**src/rtl/ecam_disengage_pkg.sv**
```systemverilog
// Package of constants and types for the cam disengage controller
package ecam_disengage_pkg;
    // ----------------------------------------
    // Parameter addresses (word addresses)
    // ----------------------------------------
    localparam logic [15:0] ADDR_GEAR_SETTINGS_WORD = 16'h05b0;
    localparam logic [15:0] ADDR_DISENGAGE_LENGTH = 16'h05b2;
    localparam logic [15:0] ADDR_CAM_AREA_START_ANGLE = 16'h05b4;
    localparam logic [15:0] ADDR_CAM_AREA_END_ANGLE = 16'h05b6;
    localparam logic [15:0] ADDR_CYCLIC_LEAD_LENGTH = 16'h05b8;

    // ----------------------------------------
    // Field positions in the gear settings word
    // ----------------------------------------
    localparam int ENABLE_BIT = 0;
    localparam int DIS_FIELD_LSB = 12;
    localparam int STATUS_LSB = 28;

    // ----------------------------------------
    // Reset values and limits
    // ----------------------------------------
    localparam logic [31:0] GEAR_WORD_RESET = 32'h0000_0000;
    localparam logic [31:0] GEAR_WORD_WMASK = 32'h00ff_ffff;
    localparam logic [31:0] DISENGAGE_LENGTH_RESET = 32'h0000_0000;
    localparam logic [15:0] ANGLE_RESET = 16'h0000;
    localparam logic [15:0] ANGLE_MAX = 16'h0168;
    localparam logic [31:0] CYCLIC_LEAD_RESET = 32'h0000_0000;
    localparam logic [7:0] CAM_AREA_DO_CODE = 8'h18;

    // ----------------------------------------
    // Engage states, Gray along stop-lead-engaged
    // ----------------------------------------
    typedef enum logic [1:0] {
        ST_STOP = 2'h0,
        ST_LEAD = 2'h1,
        ST_ENGAGED = 2'h3
    } cam_state_t;

    // Status codes shown in the read-only field
    localparam logic [1:0] STATUS_STOP = 2'h0;
    localparam logic [1:0] STATUS_ENGAGED = 2'h1;
    localparam logic [1:0] STATUS_LEAD = 2'h2;

    // Events that force a disengage
    typedef struct packed {
        logic servo_off;
        logic servo_fault;
        logic limit_fwd;
        logic limit_rev;
        logic homing;
    } force_evt_t;
endpackage

```
**src/rtl/ecam_disengage.sv**
```systemverilog
// Cam engage state keeper with disengage timing and cam-area output
`timescale 1ns/100ps
// Contract
// [RULE_01] Software never selects two of 2,4,6
// [RULE_02] Value 1: cam-off input disengages to stop
// [RULE_03] Value 2: travel reaches length, then stop
// [RULE_04] Value 6: like 2, speed kept
// [RULE_05] Value 4: travel exceeds length, back to lead
// [RULE_06] Value 8: clear enable after 1/2/6
// [RULE_07] Value 8 with 4 keeps enable
// [RULE_08] Forced disengage events clear enable
// [RULE_09] Disengage length signed 32-bit, reset zero
// [RULE_10] Start angle sets cam-area output begin
// [RULE_11] End angle sets cam-area output end
// [RULE_12] Status: 0 stop, 1 engaged, 2 lead
// [RULE_13] Value 0 never disengages by itself
module ecam_disengage #(
    parameter int STEP_W = 16
) (
    // Clock and reset
    input wire logic I_CLOCK,
    input wire logic I_RST_N,
    // Parameter access
    input wire logic I_PAR_WR,
    input wire logic I_PAR_RD,
    input wire logic [15:0] I_PAR_ADDR,
    input wire logic [31:0] I_PAR_WDATA,
    output logic [31:0] O_PAR_RDATA,
    // Master axis and engage request
    input wire logic I_MASTER_VALID,
    input wire logic signed [STEP_W-1:0] I_MASTER_STEP,
    input wire logic I_ENGAGE_REQ,
    input wire logic signed [31:0] I_LEAD_LENGTH,
    input wire logic [15:0] I_CAM_ANGLE,
    // Discrete input pin and forced events
    input wire logic I_CAM_OFF,
    input wire ecam_disengage_pkg::force_evt_t I_FORCE,
    // Status outputs
    output logic [1:0] O_ENGAGE_STATE,
    output logic O_CAM_AREA,
    output logic O_KEEP_SPEED
);
    // ----------------------------------------
    // Declarations
    // ----------------------------------------
    ecam_disengage_pkg::cam_state_t state, next_state; // Engage state
    logic [31:0] gear_word, next_gear_word; // Writable settings bits
    logic signed [31:0] dis_length, next_dis_length; // Disengage threshold
    logic [15:0] start_angle, next_start_angle; // Cam-area begin
    logic [15:0] end_angle, next_end_angle; // Cam-area end
    logic signed [31:0] cyc_lead, next_cyc_lead; // Lead length after mode 4
    logic signed [31:0] travel, next_travel, travel_now; // Master travel since entry, and with this step
    logic signed [31:0] lead_target, next_lead_target; // Lead length in use
    logic [2:0] off_sync; // Cam-off pin synchroniser
    logic cam_off_level, next_cam_off_level; // Filtered cam-off level
    logic [31:0] next_rdata;
    logic next_cam_area, next_keep_speed;
    logic [3:0] dis_field; // Disengage field
    logic forced, on_off_pin, on_reach, on_exceed, enabled;

    // Travel has reached (or strictly passed) a signed threshold
    function automatic logic passed(input logic signed [31:0] pos, input logic signed [31:0] lim,
                                    input logic strict);
        if (lim >= 0) begin
            return strict ? (pos > lim) : (pos >= lim);
        end
        return strict ? (pos < lim) : (pos <= lim);
    endfunction

    // ----------------------------------------
    // Cam-off pin synchroniser
    // ----------------------------------------
    // Level counts only once the second and third stages agree
    always_comb begin
        next_cam_off_level = cam_off_level;
        if (off_sync[1] == off_sync[2]) begin
            next_cam_off_level = off_sync[2];
        end
    end

    always_ff @(posedge I_CLOCK or negedge I_RST_N) begin
        if (!I_RST_N) begin
            off_sync <= 3'h0;
            cam_off_level <= 1'b0;
        end else begin
            off_sync <= {off_sync[1:0], I_CAM_OFF};
            cam_off_level <= next_cam_off_level;
        end
    end

    // ----------------------------------------
    // Disengage decisions
    // ----------------------------------------
    always_comb begin
        dis_field = gear_word[ecam_disengage_pkg::DIS_FIELD_LSB +: 4];
        enabled = gear_word[ecam_disengage_pkg::ENABLE_BIT];
        travel_now = travel;
        if (I_MASTER_VALID) begin
            travel_now = travel + 32'(I_MASTER_STEP);
        end
        // RULE_08 forced events
        forced = |I_FORCE;
        // RULE_02 cam-off input
        on_off_pin = dis_field[0] && cam_off_level;
        // RULE_03 RULE_04 reach check; mode 2 and 6 share it, 6 is 2'b11
        on_reach = dis_field[1] && passed(travel_now, dis_length, 1'b0);
        // RULE_05 strict exceed check
        on_exceed = dis_field[2] && !dis_field[1] && passed(travel_now, dis_length, 1'b1);
    end

    // ----------------------------------------
    // State and parameter next values
    // ----------------------------------------
    always_comb begin
        next_state = state;
        next_gear_word = gear_word;
        next_dis_length = dis_length;
        next_start_angle = start_angle;
        next_end_angle = end_angle;
        next_cyc_lead = cyc_lead;
        next_travel = travel_now;
        next_lead_target = lead_target;
        next_keep_speed = 1'b0;
        // Software writes first; hardware clears below override them
        if (I_PAR_WR) begin
            unique case (I_PAR_ADDR)
                ecam_disengage_pkg::ADDR_GEAR_SETTINGS_WORD: begin
                    next_gear_word = I_PAR_WDATA & ecam_disengage_pkg::GEAR_WORD_WMASK;
                end
                // RULE_09 signed threshold register
                ecam_disengage_pkg::ADDR_DISENGAGE_LENGTH: begin
                    next_dis_length = I_PAR_WDATA;
                end
                // RULE_10 RULE_11 angles clipped to full turn
                ecam_disengage_pkg::ADDR_CAM_AREA_START_ANGLE: begin
                    next_start_angle = (I_PAR_WDATA[15:0] > ecam_disengage_pkg::ANGLE_MAX) ?
                                       ecam_disengage_pkg::ANGLE_MAX : I_PAR_WDATA[15:0];
                end
                ecam_disengage_pkg::ADDR_CAM_AREA_END_ANGLE: begin
                    next_end_angle = (I_PAR_WDATA[15:0] > ecam_disengage_pkg::ANGLE_MAX) ?
                                     ecam_disengage_pkg::ANGLE_MAX : I_PAR_WDATA[15:0];
                end
                ecam_disengage_pkg::ADDR_CYCLIC_LEAD_LENGTH: begin
                    next_cyc_lead = I_PAR_WDATA;
                end
                default: ;
            endcase
        end
        if (forced) begin
            // RULE_08 forced disengage, enable cleared
            next_state = ecam_disengage_pkg::ST_STOP;
            next_gear_word[ecam_disengage_pkg::ENABLE_BIT] = 1'b0;
        end else begin
            unique case (state)
                ecam_disengage_pkg::ST_STOP: begin
                    // Engage timing is decided by the neighbouring logic
                    if (enabled && I_ENGAGE_REQ) begin
                        next_state = ecam_disengage_pkg::ST_LEAD;
                        next_travel = '0;
                        next_lead_target = I_LEAD_LENGTH;
                    end
                end
                ecam_disengage_pkg::ST_LEAD: begin
                    if (!enabled) begin
                        next_state = ecam_disengage_pkg::ST_STOP;
                    end else if (passed(travel_now, lead_target, 1'b1)) begin
                        next_state = ecam_disengage_pkg::ST_ENGAGED;
                        next_travel = '0;
                    end
                end
                ecam_disengage_pkg::ST_ENGAGED: begin
                    // RULE_13 field value 0 leaves all three checks low
                    if (!enabled) begin
                        next_state = ecam_disengage_pkg::ST_STOP;
                    end else if (on_exceed) begin
                        // RULE_05 RULE_07 back to lead, enable untouched
                        next_state = ecam_disengage_pkg::ST_LEAD;
                        next_travel = '0;
                        next_lead_target = cyc_lead;
                    end else if (on_off_pin || on_reach) begin
                        // RULE_02 RULE_03 RULE_04 stop state
                        next_state = ecam_disengage_pkg::ST_STOP;
                        next_keep_speed = on_reach && (dis_field[2:1] == 2'h3);
                        // RULE_06 enable cleared after 1, 2 or 6
                        if (dis_field[3]) begin
                            next_gear_word[ecam_disengage_pkg::ENABLE_BIT] = 1'b0;
                        end
                    end
                end
                default: begin
                    next_state = ecam_disengage_pkg::ST_STOP;
                end
            endcase
        end
    end

    // ----------------------------------------
    // Output next values
    // ----------------------------------------
    always_comb begin
        // RULE_10 RULE_11 window wraps through zero when start exceeds end
        if (start_angle <= end_angle) begin
            next_cam_area = (I_CAM_ANGLE >= start_angle) && (I_CAM_ANGLE <= end_angle);
        end else begin
            next_cam_area = (I_CAM_ANGLE >= start_angle) || (I_CAM_ANGLE <= end_angle);
        end
        next_cam_area = next_cam_area && (next_state == ecam_disengage_pkg::ST_ENGAGED);
        next_rdata = '0;
        if (I_PAR_RD) begin
            unique case (I_PAR_ADDR)
                ecam_disengage_pkg::ADDR_GEAR_SETTINGS_WORD: begin
                    next_rdata = gear_word;
                    next_rdata[ecam_disengage_pkg::STATUS_LSB +: 2] = O_ENGAGE_STATE;
                end
                ecam_disengage_pkg::ADDR_DISENGAGE_LENGTH: next_rdata = dis_length;
                ecam_disengage_pkg::ADDR_CAM_AREA_START_ANGLE: next_rdata = {16'h0, start_angle};
                ecam_disengage_pkg::ADDR_CAM_AREA_END_ANGLE: next_rdata = {16'h0, end_angle};
                ecam_disengage_pkg::ADDR_CYCLIC_LEAD_LENGTH: next_rdata = cyc_lead;
                default: next_rdata = '0;
            endcase
        end
    end

    // ----------------------------------------
    // Registers
    // ----------------------------------------
    always_ff @(posedge I_CLOCK or negedge I_RST_N) begin
        if (!I_RST_N) begin
            state <= ecam_disengage_pkg::ST_STOP;
            gear_word <= ecam_disengage_pkg::GEAR_WORD_RESET;
            dis_length <= ecam_disengage_pkg::DISENGAGE_LENGTH_RESET;
            start_angle <= ecam_disengage_pkg::ANGLE_RESET;
            end_angle <= ecam_disengage_pkg::ANGLE_RESET;
            cyc_lead <= ecam_disengage_pkg::CYCLIC_LEAD_RESET;
            travel <= '0;
            lead_target <= '0;
            O_PAR_RDATA <= '0;
            O_ENGAGE_STATE <= ecam_disengage_pkg::STATUS_STOP;
            O_CAM_AREA <= 1'b0;
            O_KEEP_SPEED <= 1'b0;
        end else begin
            state <= next_state;
            gear_word <= next_gear_word;
            dis_length <= next_dis_length;
            start_angle <= next_start_angle;
            end_angle <= next_end_angle;
            cyc_lead <= next_cyc_lead;
            travel <= next_travel;
            lead_target <= next_lead_target;
            O_PAR_RDATA <= next_rdata;
            // RULE_12 status code from the next state
            O_ENGAGE_STATE <= (next_state == ecam_disengage_pkg::ST_ENGAGED) ? ecam_disengage_pkg::STATUS_ENGAGED :
                              (next_state == ecam_disengage_pkg::ST_LEAD) ? ecam_disengage_pkg::STATUS_LEAD :
                              ecam_disengage_pkg::STATUS_STOP;
            O_CAM_AREA <= next_cam_area;
            O_KEEP_SPEED <= next_keep_speed;
        end
    end

    // ----------------------------------------
    // Assertions
    // ----------------------------------------
    AST_FORCE_STOP: assert property (@(posedge I_CLOCK) disable iff (!I_RST_N) // RULE_08
        forced |=> (state == ecam_disengage_pkg::ST_STOP) && !gear_word[ecam_disengage_pkg::ENABLE_BIT])
        else $error("forced event did not stop and clear enable");
    AST_OFF_PIN: assert property (@(posedge I_CLOCK) disable iff (!I_RST_N) // RULE_02
        (state == ecam_disengage_pkg::ST_ENGAGED && dis_field[0] && cam_off_level && !on_exceed)
        |=> state == ecam_disengage_pkg::ST_STOP)
        else $error("cam-off input did not disengage");
    AST_REACH: assert property (@(posedge I_CLOCK) disable iff (!I_RST_N) // RULE_03
        (state == ecam_disengage_pkg::ST_ENGAGED && !forced && dis_field[2:1] == 2'h1 && enabled
         && passed(travel_now, dis_length, 1'b0)) |=> state == ecam_disengage_pkg::ST_STOP)
        else $error("reach of disengage length did not stop");
    AST_KEEP_SPEED: assert property (@(posedge I_CLOCK) disable iff (!I_RST_N) // RULE_04
        O_KEEP_SPEED |-> $past(dis_field[2:1]) == 2'h3 && O_ENGAGE_STATE == ecam_disengage_pkg::STATUS_STOP)
        else $error("speed hold outside mode 6 stop");
    AST_EXCEED_LEAD: assert property (@(posedge I_CLOCK) disable iff (!I_RST_N) // RULE_05
        (state == ecam_disengage_pkg::ST_ENGAGED && !forced && enabled && on_exceed)
        |=> state == ecam_disengage_pkg::ST_LEAD && lead_target == $past(cyc_lead) && travel == 0)
        else $error("exceed did not return to lead");
    AST_CLEAR_ENABLE: assert property (@(posedge I_CLOCK) disable iff (!I_RST_N) // RULE_06
        (state == ecam_disengage_pkg::ST_ENGAGED && enabled && dis_field[3] && (on_off_pin || on_reach)
         && !on_exceed) |=> !gear_word[ecam_disengage_pkg::ENABLE_BIT])
        else $error("enable not cleared after disengage");
    AST_KEEP_ENABLE: assert property (@(posedge I_CLOCK) disable iff (!I_RST_N) // RULE_07
        (state == ecam_disengage_pkg::ST_ENGAGED && enabled && on_exceed && !forced && !I_PAR_WR)
        |=> gear_word[ecam_disengage_pkg::ENABLE_BIT])
        else $error("enable lost on return to lead");
    AST_STATUS_CODE: assert property (@(posedge I_CLOCK) disable iff (!I_RST_N) // RULE_12
        ##1 (O_ENGAGE_STATE == ecam_disengage_pkg::STATUS_ENGAGED) == (state == ecam_disengage_pkg::ST_ENGAGED)
        && (O_ENGAGE_STATE == ecam_disengage_pkg::STATUS_LEAD) == (state == ecam_disengage_pkg::ST_LEAD))
        else $error("status code does not match state");
    AST_NO_SELF_DIS: assert property (@(posedge I_CLOCK) disable iff (!I_RST_N) // RULE_13
        (state == ecam_disengage_pkg::ST_ENGAGED && dis_field == 4'h0 && !forced && enabled && !I_PAR_WR)
        |=> state == ecam_disengage_pkg::ST_ENGAGED)
        else $error("disengaged with field value 0");
    AST_AREA_ENGAGED: assert property (@(posedge I_CLOCK) disable iff (!I_RST_N) // RULE_10
        O_CAM_AREA |-> O_ENGAGE_STATE == ecam_disengage_pkg::STATUS_ENGAGED)
        else $error("cam-area active while not engaged");
endmodule

```
**config.mk**
```make
export PLATFORM = sky130hd
export DESIGN_NAME = ecam_disengage
export DESIGN_NICKNAME = d
export VERILOG_FILES = /design/src/rtl/ecam_disengage_pkg.sv /design/src/rtl/ecam_disengage.sv
export SDC_FILE = /design/constraint.sdc
export NUM_CORES = 1
export LEC_CHECK = 0
export ABC_AREA = 1
export BUFFER_PORTS_ARGS = -buffer_cell sky130_fd_sc_hd__buf_4
export CORE_AREA = 2 2 220 222
export DETAILED_ROUTE_END_ITERATION = 8
export DIE_AREA = 0 0 222 224
export PLACE_DENSITY = 0.47
export SYNTH_ARGS = -nofsm -noshare
export SYNTH_HDL_FRONTEND = slang
export SYNTH_SLANG_ARGS = --single-unit
```
**constraint.sdc**
```tcl
create_clock -name I_CLOCK -period 4 [get_ports I_CLOCK]
set_input_delay 0.2 -clock I_CLOCK [delete_from_list [all_inputs] [get_ports I_CLOCK]]
set_output_delay 0.2 -clock I_CLOCK [all_outputs]
set_load 0.1 [all_outputs]
```
==> load_flow_metrics.sql <==
INSERT INTO impl_metrics (metric_group, metric, value, unit) VALUES
('status', 'result_of_the_run', 'finished, violations left', ''),
('status', 'failing_checks', 'setup timing', ''),
('power', 'pwr_density_cell', '529', 'nW/um2'),
('die', 'floorplan.die.width', '222', 'um'),
('worst_hold_path', 'path_type_of_the_worst_min_delay_path', 'input port to register', ''),
('critical_path', 'critical_path.slowest_cell', 'sky130_fd_sc_hd__dfrtp_1', ''),
('critical_path', 'worstPathMaxFanout', '8', ''),
('critical_path', 'crit_path_max_incr_delay', '380', 'ps'),
('synth', 'postSynthCellCount', '1779', ''),
('synth', 'synthesis.nets', '2051', ''),
('detailed_routing', 'drtPass1Iterations', '5', ''),
('grt', 'grt_use_total', '18.4', '%'),
('clock_network', 'cts_num_sinks', '226', ''),
('synth', 'yosysSeqAreaShare', '40.2', '%'),
('synth', 'yosys.cell_count.top_type', 'sky130_fd_sc_hd__nand2_1', ''),
('finish', 'antenna-diode-count', '0', ''),
('clock_network', 'cts_made_buffers', '26', ''),
('synth', 'synth_enable_flop_cells', '0', ''),
('die', 'initial_utilization', '29.7', '%'),
('place', 'pre_cts_slack', '-759', 'ps'),
('clock_network', 'cts_max_level', '1', ''),
('detailed_routing', 'drt-total-wl', '46.2', 'mm'),
('synth', 'async_reset_ff_share', '100', '%'),
('grt', 'initial_antenna_violation_count', '0', ''),
('synth', 'avg_inst_size_synth', '7.91', 'um2'),
('die', 'dieArea', '49700', 'um2'),
('sta', 'final.hold.worst_slack', '151', 'ps'),
('sta', 'hold_violations', '0', ''),
('detailed_routing', 'drt-wirelength-per-cell', '16.6', 'um'),
('synth', 'syn-cell-area', '14100', 'um2'),
('finish', 'postLayoutCellArea', '19500', 'um2'),
('sta', 'slew_viol_final', '0', ''),
('critical_path', 'critPathCaptureType', 'register', ''),
('grt', 'grt_pass1_wl', '72.2', 'mm'),
('die', 'boundaryPins', '160', ''),
('clock_network', 'clk_transition_reported_paths', '60', 'ps'),
('place', 'port_buffers', '159', ''),
('synth', 'synth.top_cells.by_count', '458 x sky130_fd_sc_hd__nand2_1, 265 x sky130_fd_sc_hd__inv_1, 226 x sky130_fd_sc_hd__dfrtp_1, 149 x sky130_fd_sc_hd__o21ai_0, 147 x sky130_fd_sc_hd__ha_1', ''),
('detailed_routing', 'drt-vias-per-instance', '4.72', ''),
('sta', 'timing.max_slew.rel_slack', '38.3', '%'),
('synth', 'synth.top_cells.by_area', 'sky130_fd_sc_hd__dfrtp_1 40%, sky130_fd_sc_hd__ha_1 13%, sky130_fd_sc_hd__nand2_1 12%', ''),
('place', 'finalWeightedCongestion', '0.854', ''),
('sta', 'setup_viol', '71', ''),
('grt', 'largest_net_degree_at_the_start_of_global_routing', '112', ''),
('run', 'timing.max_cap.violations', '0', ''),
('critical_path', 'cp.required', '4440', 'ps'),
('critical_path', 'cp.arrival', '4930', 'ps'),
('sta', 'finClkSkew', '17.5', 'ps'),
('power', 'power.leakage', '9.28', 'nW'),
('finish', 'multiInputGateArea', '7930', 'um2'),
('finish', 'final_layout_size_suffix_gt1_share', '24.5', '%'),
('die', 'coreArea', '47300', 'um2'),
('critical_path', 'crit_path_start_kind', 'register', ''),
('critical_path', 'criticalPathCategory', 'register to register', ''),
('sta', 'slack_of_the_critical_path', '-491', 'ps'),
('sta', 'achievable-frequency', '223', 'MHz'),
('power', 'p_total', '10.3', 'mW'),
('grt', 'gr-total-overflow', '0', ''),
('die', 'std_cell_rows', '80', ''),
('clock_network', 'clk_path_buf_depth', '3', ''),
('power', 'peak_vdd_ir', '0.329', 'mV'),
('detailed_routing', 'via_count', '13100', ''),
('die', 'die_h', '224', 'um'),
('clock_network', 'clock_tree_from_tritoncts', 'done', ''),
('critical_path', 'crit_top_cell', 'sky130_fd_sc_hd__nand3_2', ''),
('synth', 'fraction_of_post_synthesis_cell_area_in_the_top_cell_type_by_area', '40.2', '%'),
('critical_path', 'timing.reg2reg.setup_slack', '-490', 'ps'),
('finish', 'layout.filler_cells', '4775', ''),
('finish', 'area_overhead_vs_synth', '38.3', '%'),
('detailed_routing', 'number_of_routed_nets_with_antenna_violations', '0', ''),
('sta', 'finalWorstPathRequiredPeriod', '4490', 'ps');
-- layout make-up --
| class | instances | share of cell area (%) |
|---|---|---|
| Sequential cell | 226 | 29.1 |
| Tap cell | 615 | 3.95 |
| Clock buffer | 35 | 3.78 |
| Multi-Input combinational cell | 1235 | 40.7 |
| Inverter | 267 | 5.15 |
| Clock inverter | 11 | 0.810 |
| Timing Repair Buffer | 393 | 16.5 |
-- layer usage --
layer,vias to the layer above,wire (um),GRT usage (%)
li1,6603,-,-
met1,6191,22200,26.1
met2,267,21100,29.6
met3,60,1790,1.77
met4,0,1140,5.73
met5,-,0,0
-- power by group --
part | internal, mW | total [mW] | switching [mW]
logic | 2.53 | 5.17 | 2.64
registers | 2.46 | 2.62 | 0.164
clock network | 1.54 | 2.51 | 0.968
total | 6.53 | 10.3 | 3.77
-- cells in the final DEF (no fill, tap or decap), types with 9 or more instances in the layout --
cell type / instances
sky130_fd_sc_hd__nor2_2: 21
sky130_fd_sc_hd__nand2_1: 434
sky130_fd_sc_hd__clkbuf_16: 28
sky130_fd_sc_hd__ha_1: 127
sky130_fd_sc_hd__nand3_1: 26
sky130_fd_sc_hd__o21ai_2: 13
sky130_fd_sc_hd__a21oi_2: 20
sky130_fd_sc_hd__o21ai_0: 131
sky130_fd_sc_hd__xor2_1: 11
sky130_fd_sc_hd__mux2i_1: 33
sky130_fd_sc_hd__o21ai_1: 39
sky130_fd_sc_hd__a21oi_1: 80
sky130_fd_sc_hd__inv_1: 257
sky130_fd_sc_hd__ha_4: 18
sky130_fd_sc_hd__a31oi_1: 18
sky130_fd_sc_hd__nor2_1: 68
sky130_fd_sc_hd__o211ai_1: 15
sky130_fd_sc_hd__nor2_4: 10
sky130_fd_sc_hd__a221oi_1: 16
sky130_fd_sc_hd__dfrtp_1: 225
sky130_fd_sc_hd__nor3_1: 23
sky130_fd_sc_hd__buf_4: 317
sky130_fd_sc_hd__nand4_1: 20
sky130_fd_sc_hd__nand2_2: 23
sky130_fd_sc_hd__nand3_2: 12
sky130_fd_sc_hd__o21a_1: 9
sky130_fd_sc_hd__dlygate4sd3_1: 66
-- metrics by stage --
step	instances	TNS (ps)	util, %
CTS	2767	-22540	40.3
finish	2782	-31640	41.1
global placement	2633	-41520	35.6
global route	2782	-52100	41.1
detailed placement	2633	-42670	35.6
floorplan	1779	-888	-
-- path summary, 6_finish.rpt --
check                                            to                   from  cells past startpoint
max reg2reg                    travel[15]$_DFF_PN0_    travel[0]$_DFF_PN0_                     29
min in group asynchronous  cyc_lead[17]$_DFFE_PN0P_                I_RST_N                      2
max                            travel[15]$_DFF_PN0_    travel[0]$_DFF_PN0_                     29
max in group asynchronous      travel[15]$_DFF_PN0_                I_RST_N                      3
min                          O_KEEP_SPEED$_DFF_PN0_             I_FORCE[0]                      4
min reg2reg                   off_sync[1]$_DFF_PN0_  off_sync[0]$_DFF_PN0_                      0
-- registers in the layout, summed over array words and instances (netlist names) --
name / cells
cyc_lead: 32
off_sync: 3
end_angle: 16
state: 2
start_angle: 16
gear_word: 24
lead_target: 32
O_ENGAGE_STATE: 2
O_CAM_AREA: 1
travel: 32
dis_length: 32
cam_off_level: 1
O_PAR_RDATA: 32
O_KEEP_SPEED: 1
-- critical path, delay by kind of cell, from the launching register on --
kind            cells  cell delay, ps
flops               1             380
xor+xnor            1             150
compound gates      6             820
buf+inv             7             890
simple gates       12            1330
fa+ha+maj           3             800
-- repair_timing --
| action | in CTS | in global routing |
|---|---|---|
| gates cloned | 2 | 1 |
| hold buffers | 66 | 0 |
| hold endpoints to repair | 229 | 0 |
| setup endpoints to repair | 71 | 71 |
| buffers inserted | 20 | 17 |
| resized for setup | 100 | 79 |
| pin swaps | 33 | 26 |
-- kinds of logic (layout without fill, tap and decap cells) --
family / Yosys count / after routing / synth area share [%]
AND/OR/NAND/NOR: 664 / 664 / 19.3
adder cells (fa/ha/maj): 149 / 149 / 13.3
flip-flops: 226 / 226 / 40.2
multiplexers: 33 / 33 / 2.35
AO/OA/AOI/OAI: 370 / 370 / 14.8
buffers and inverters: 318 / 706 / 8.86
XOR/XNOR: 19 / 19 / 1.18
(Power assumes the default switching activity.)
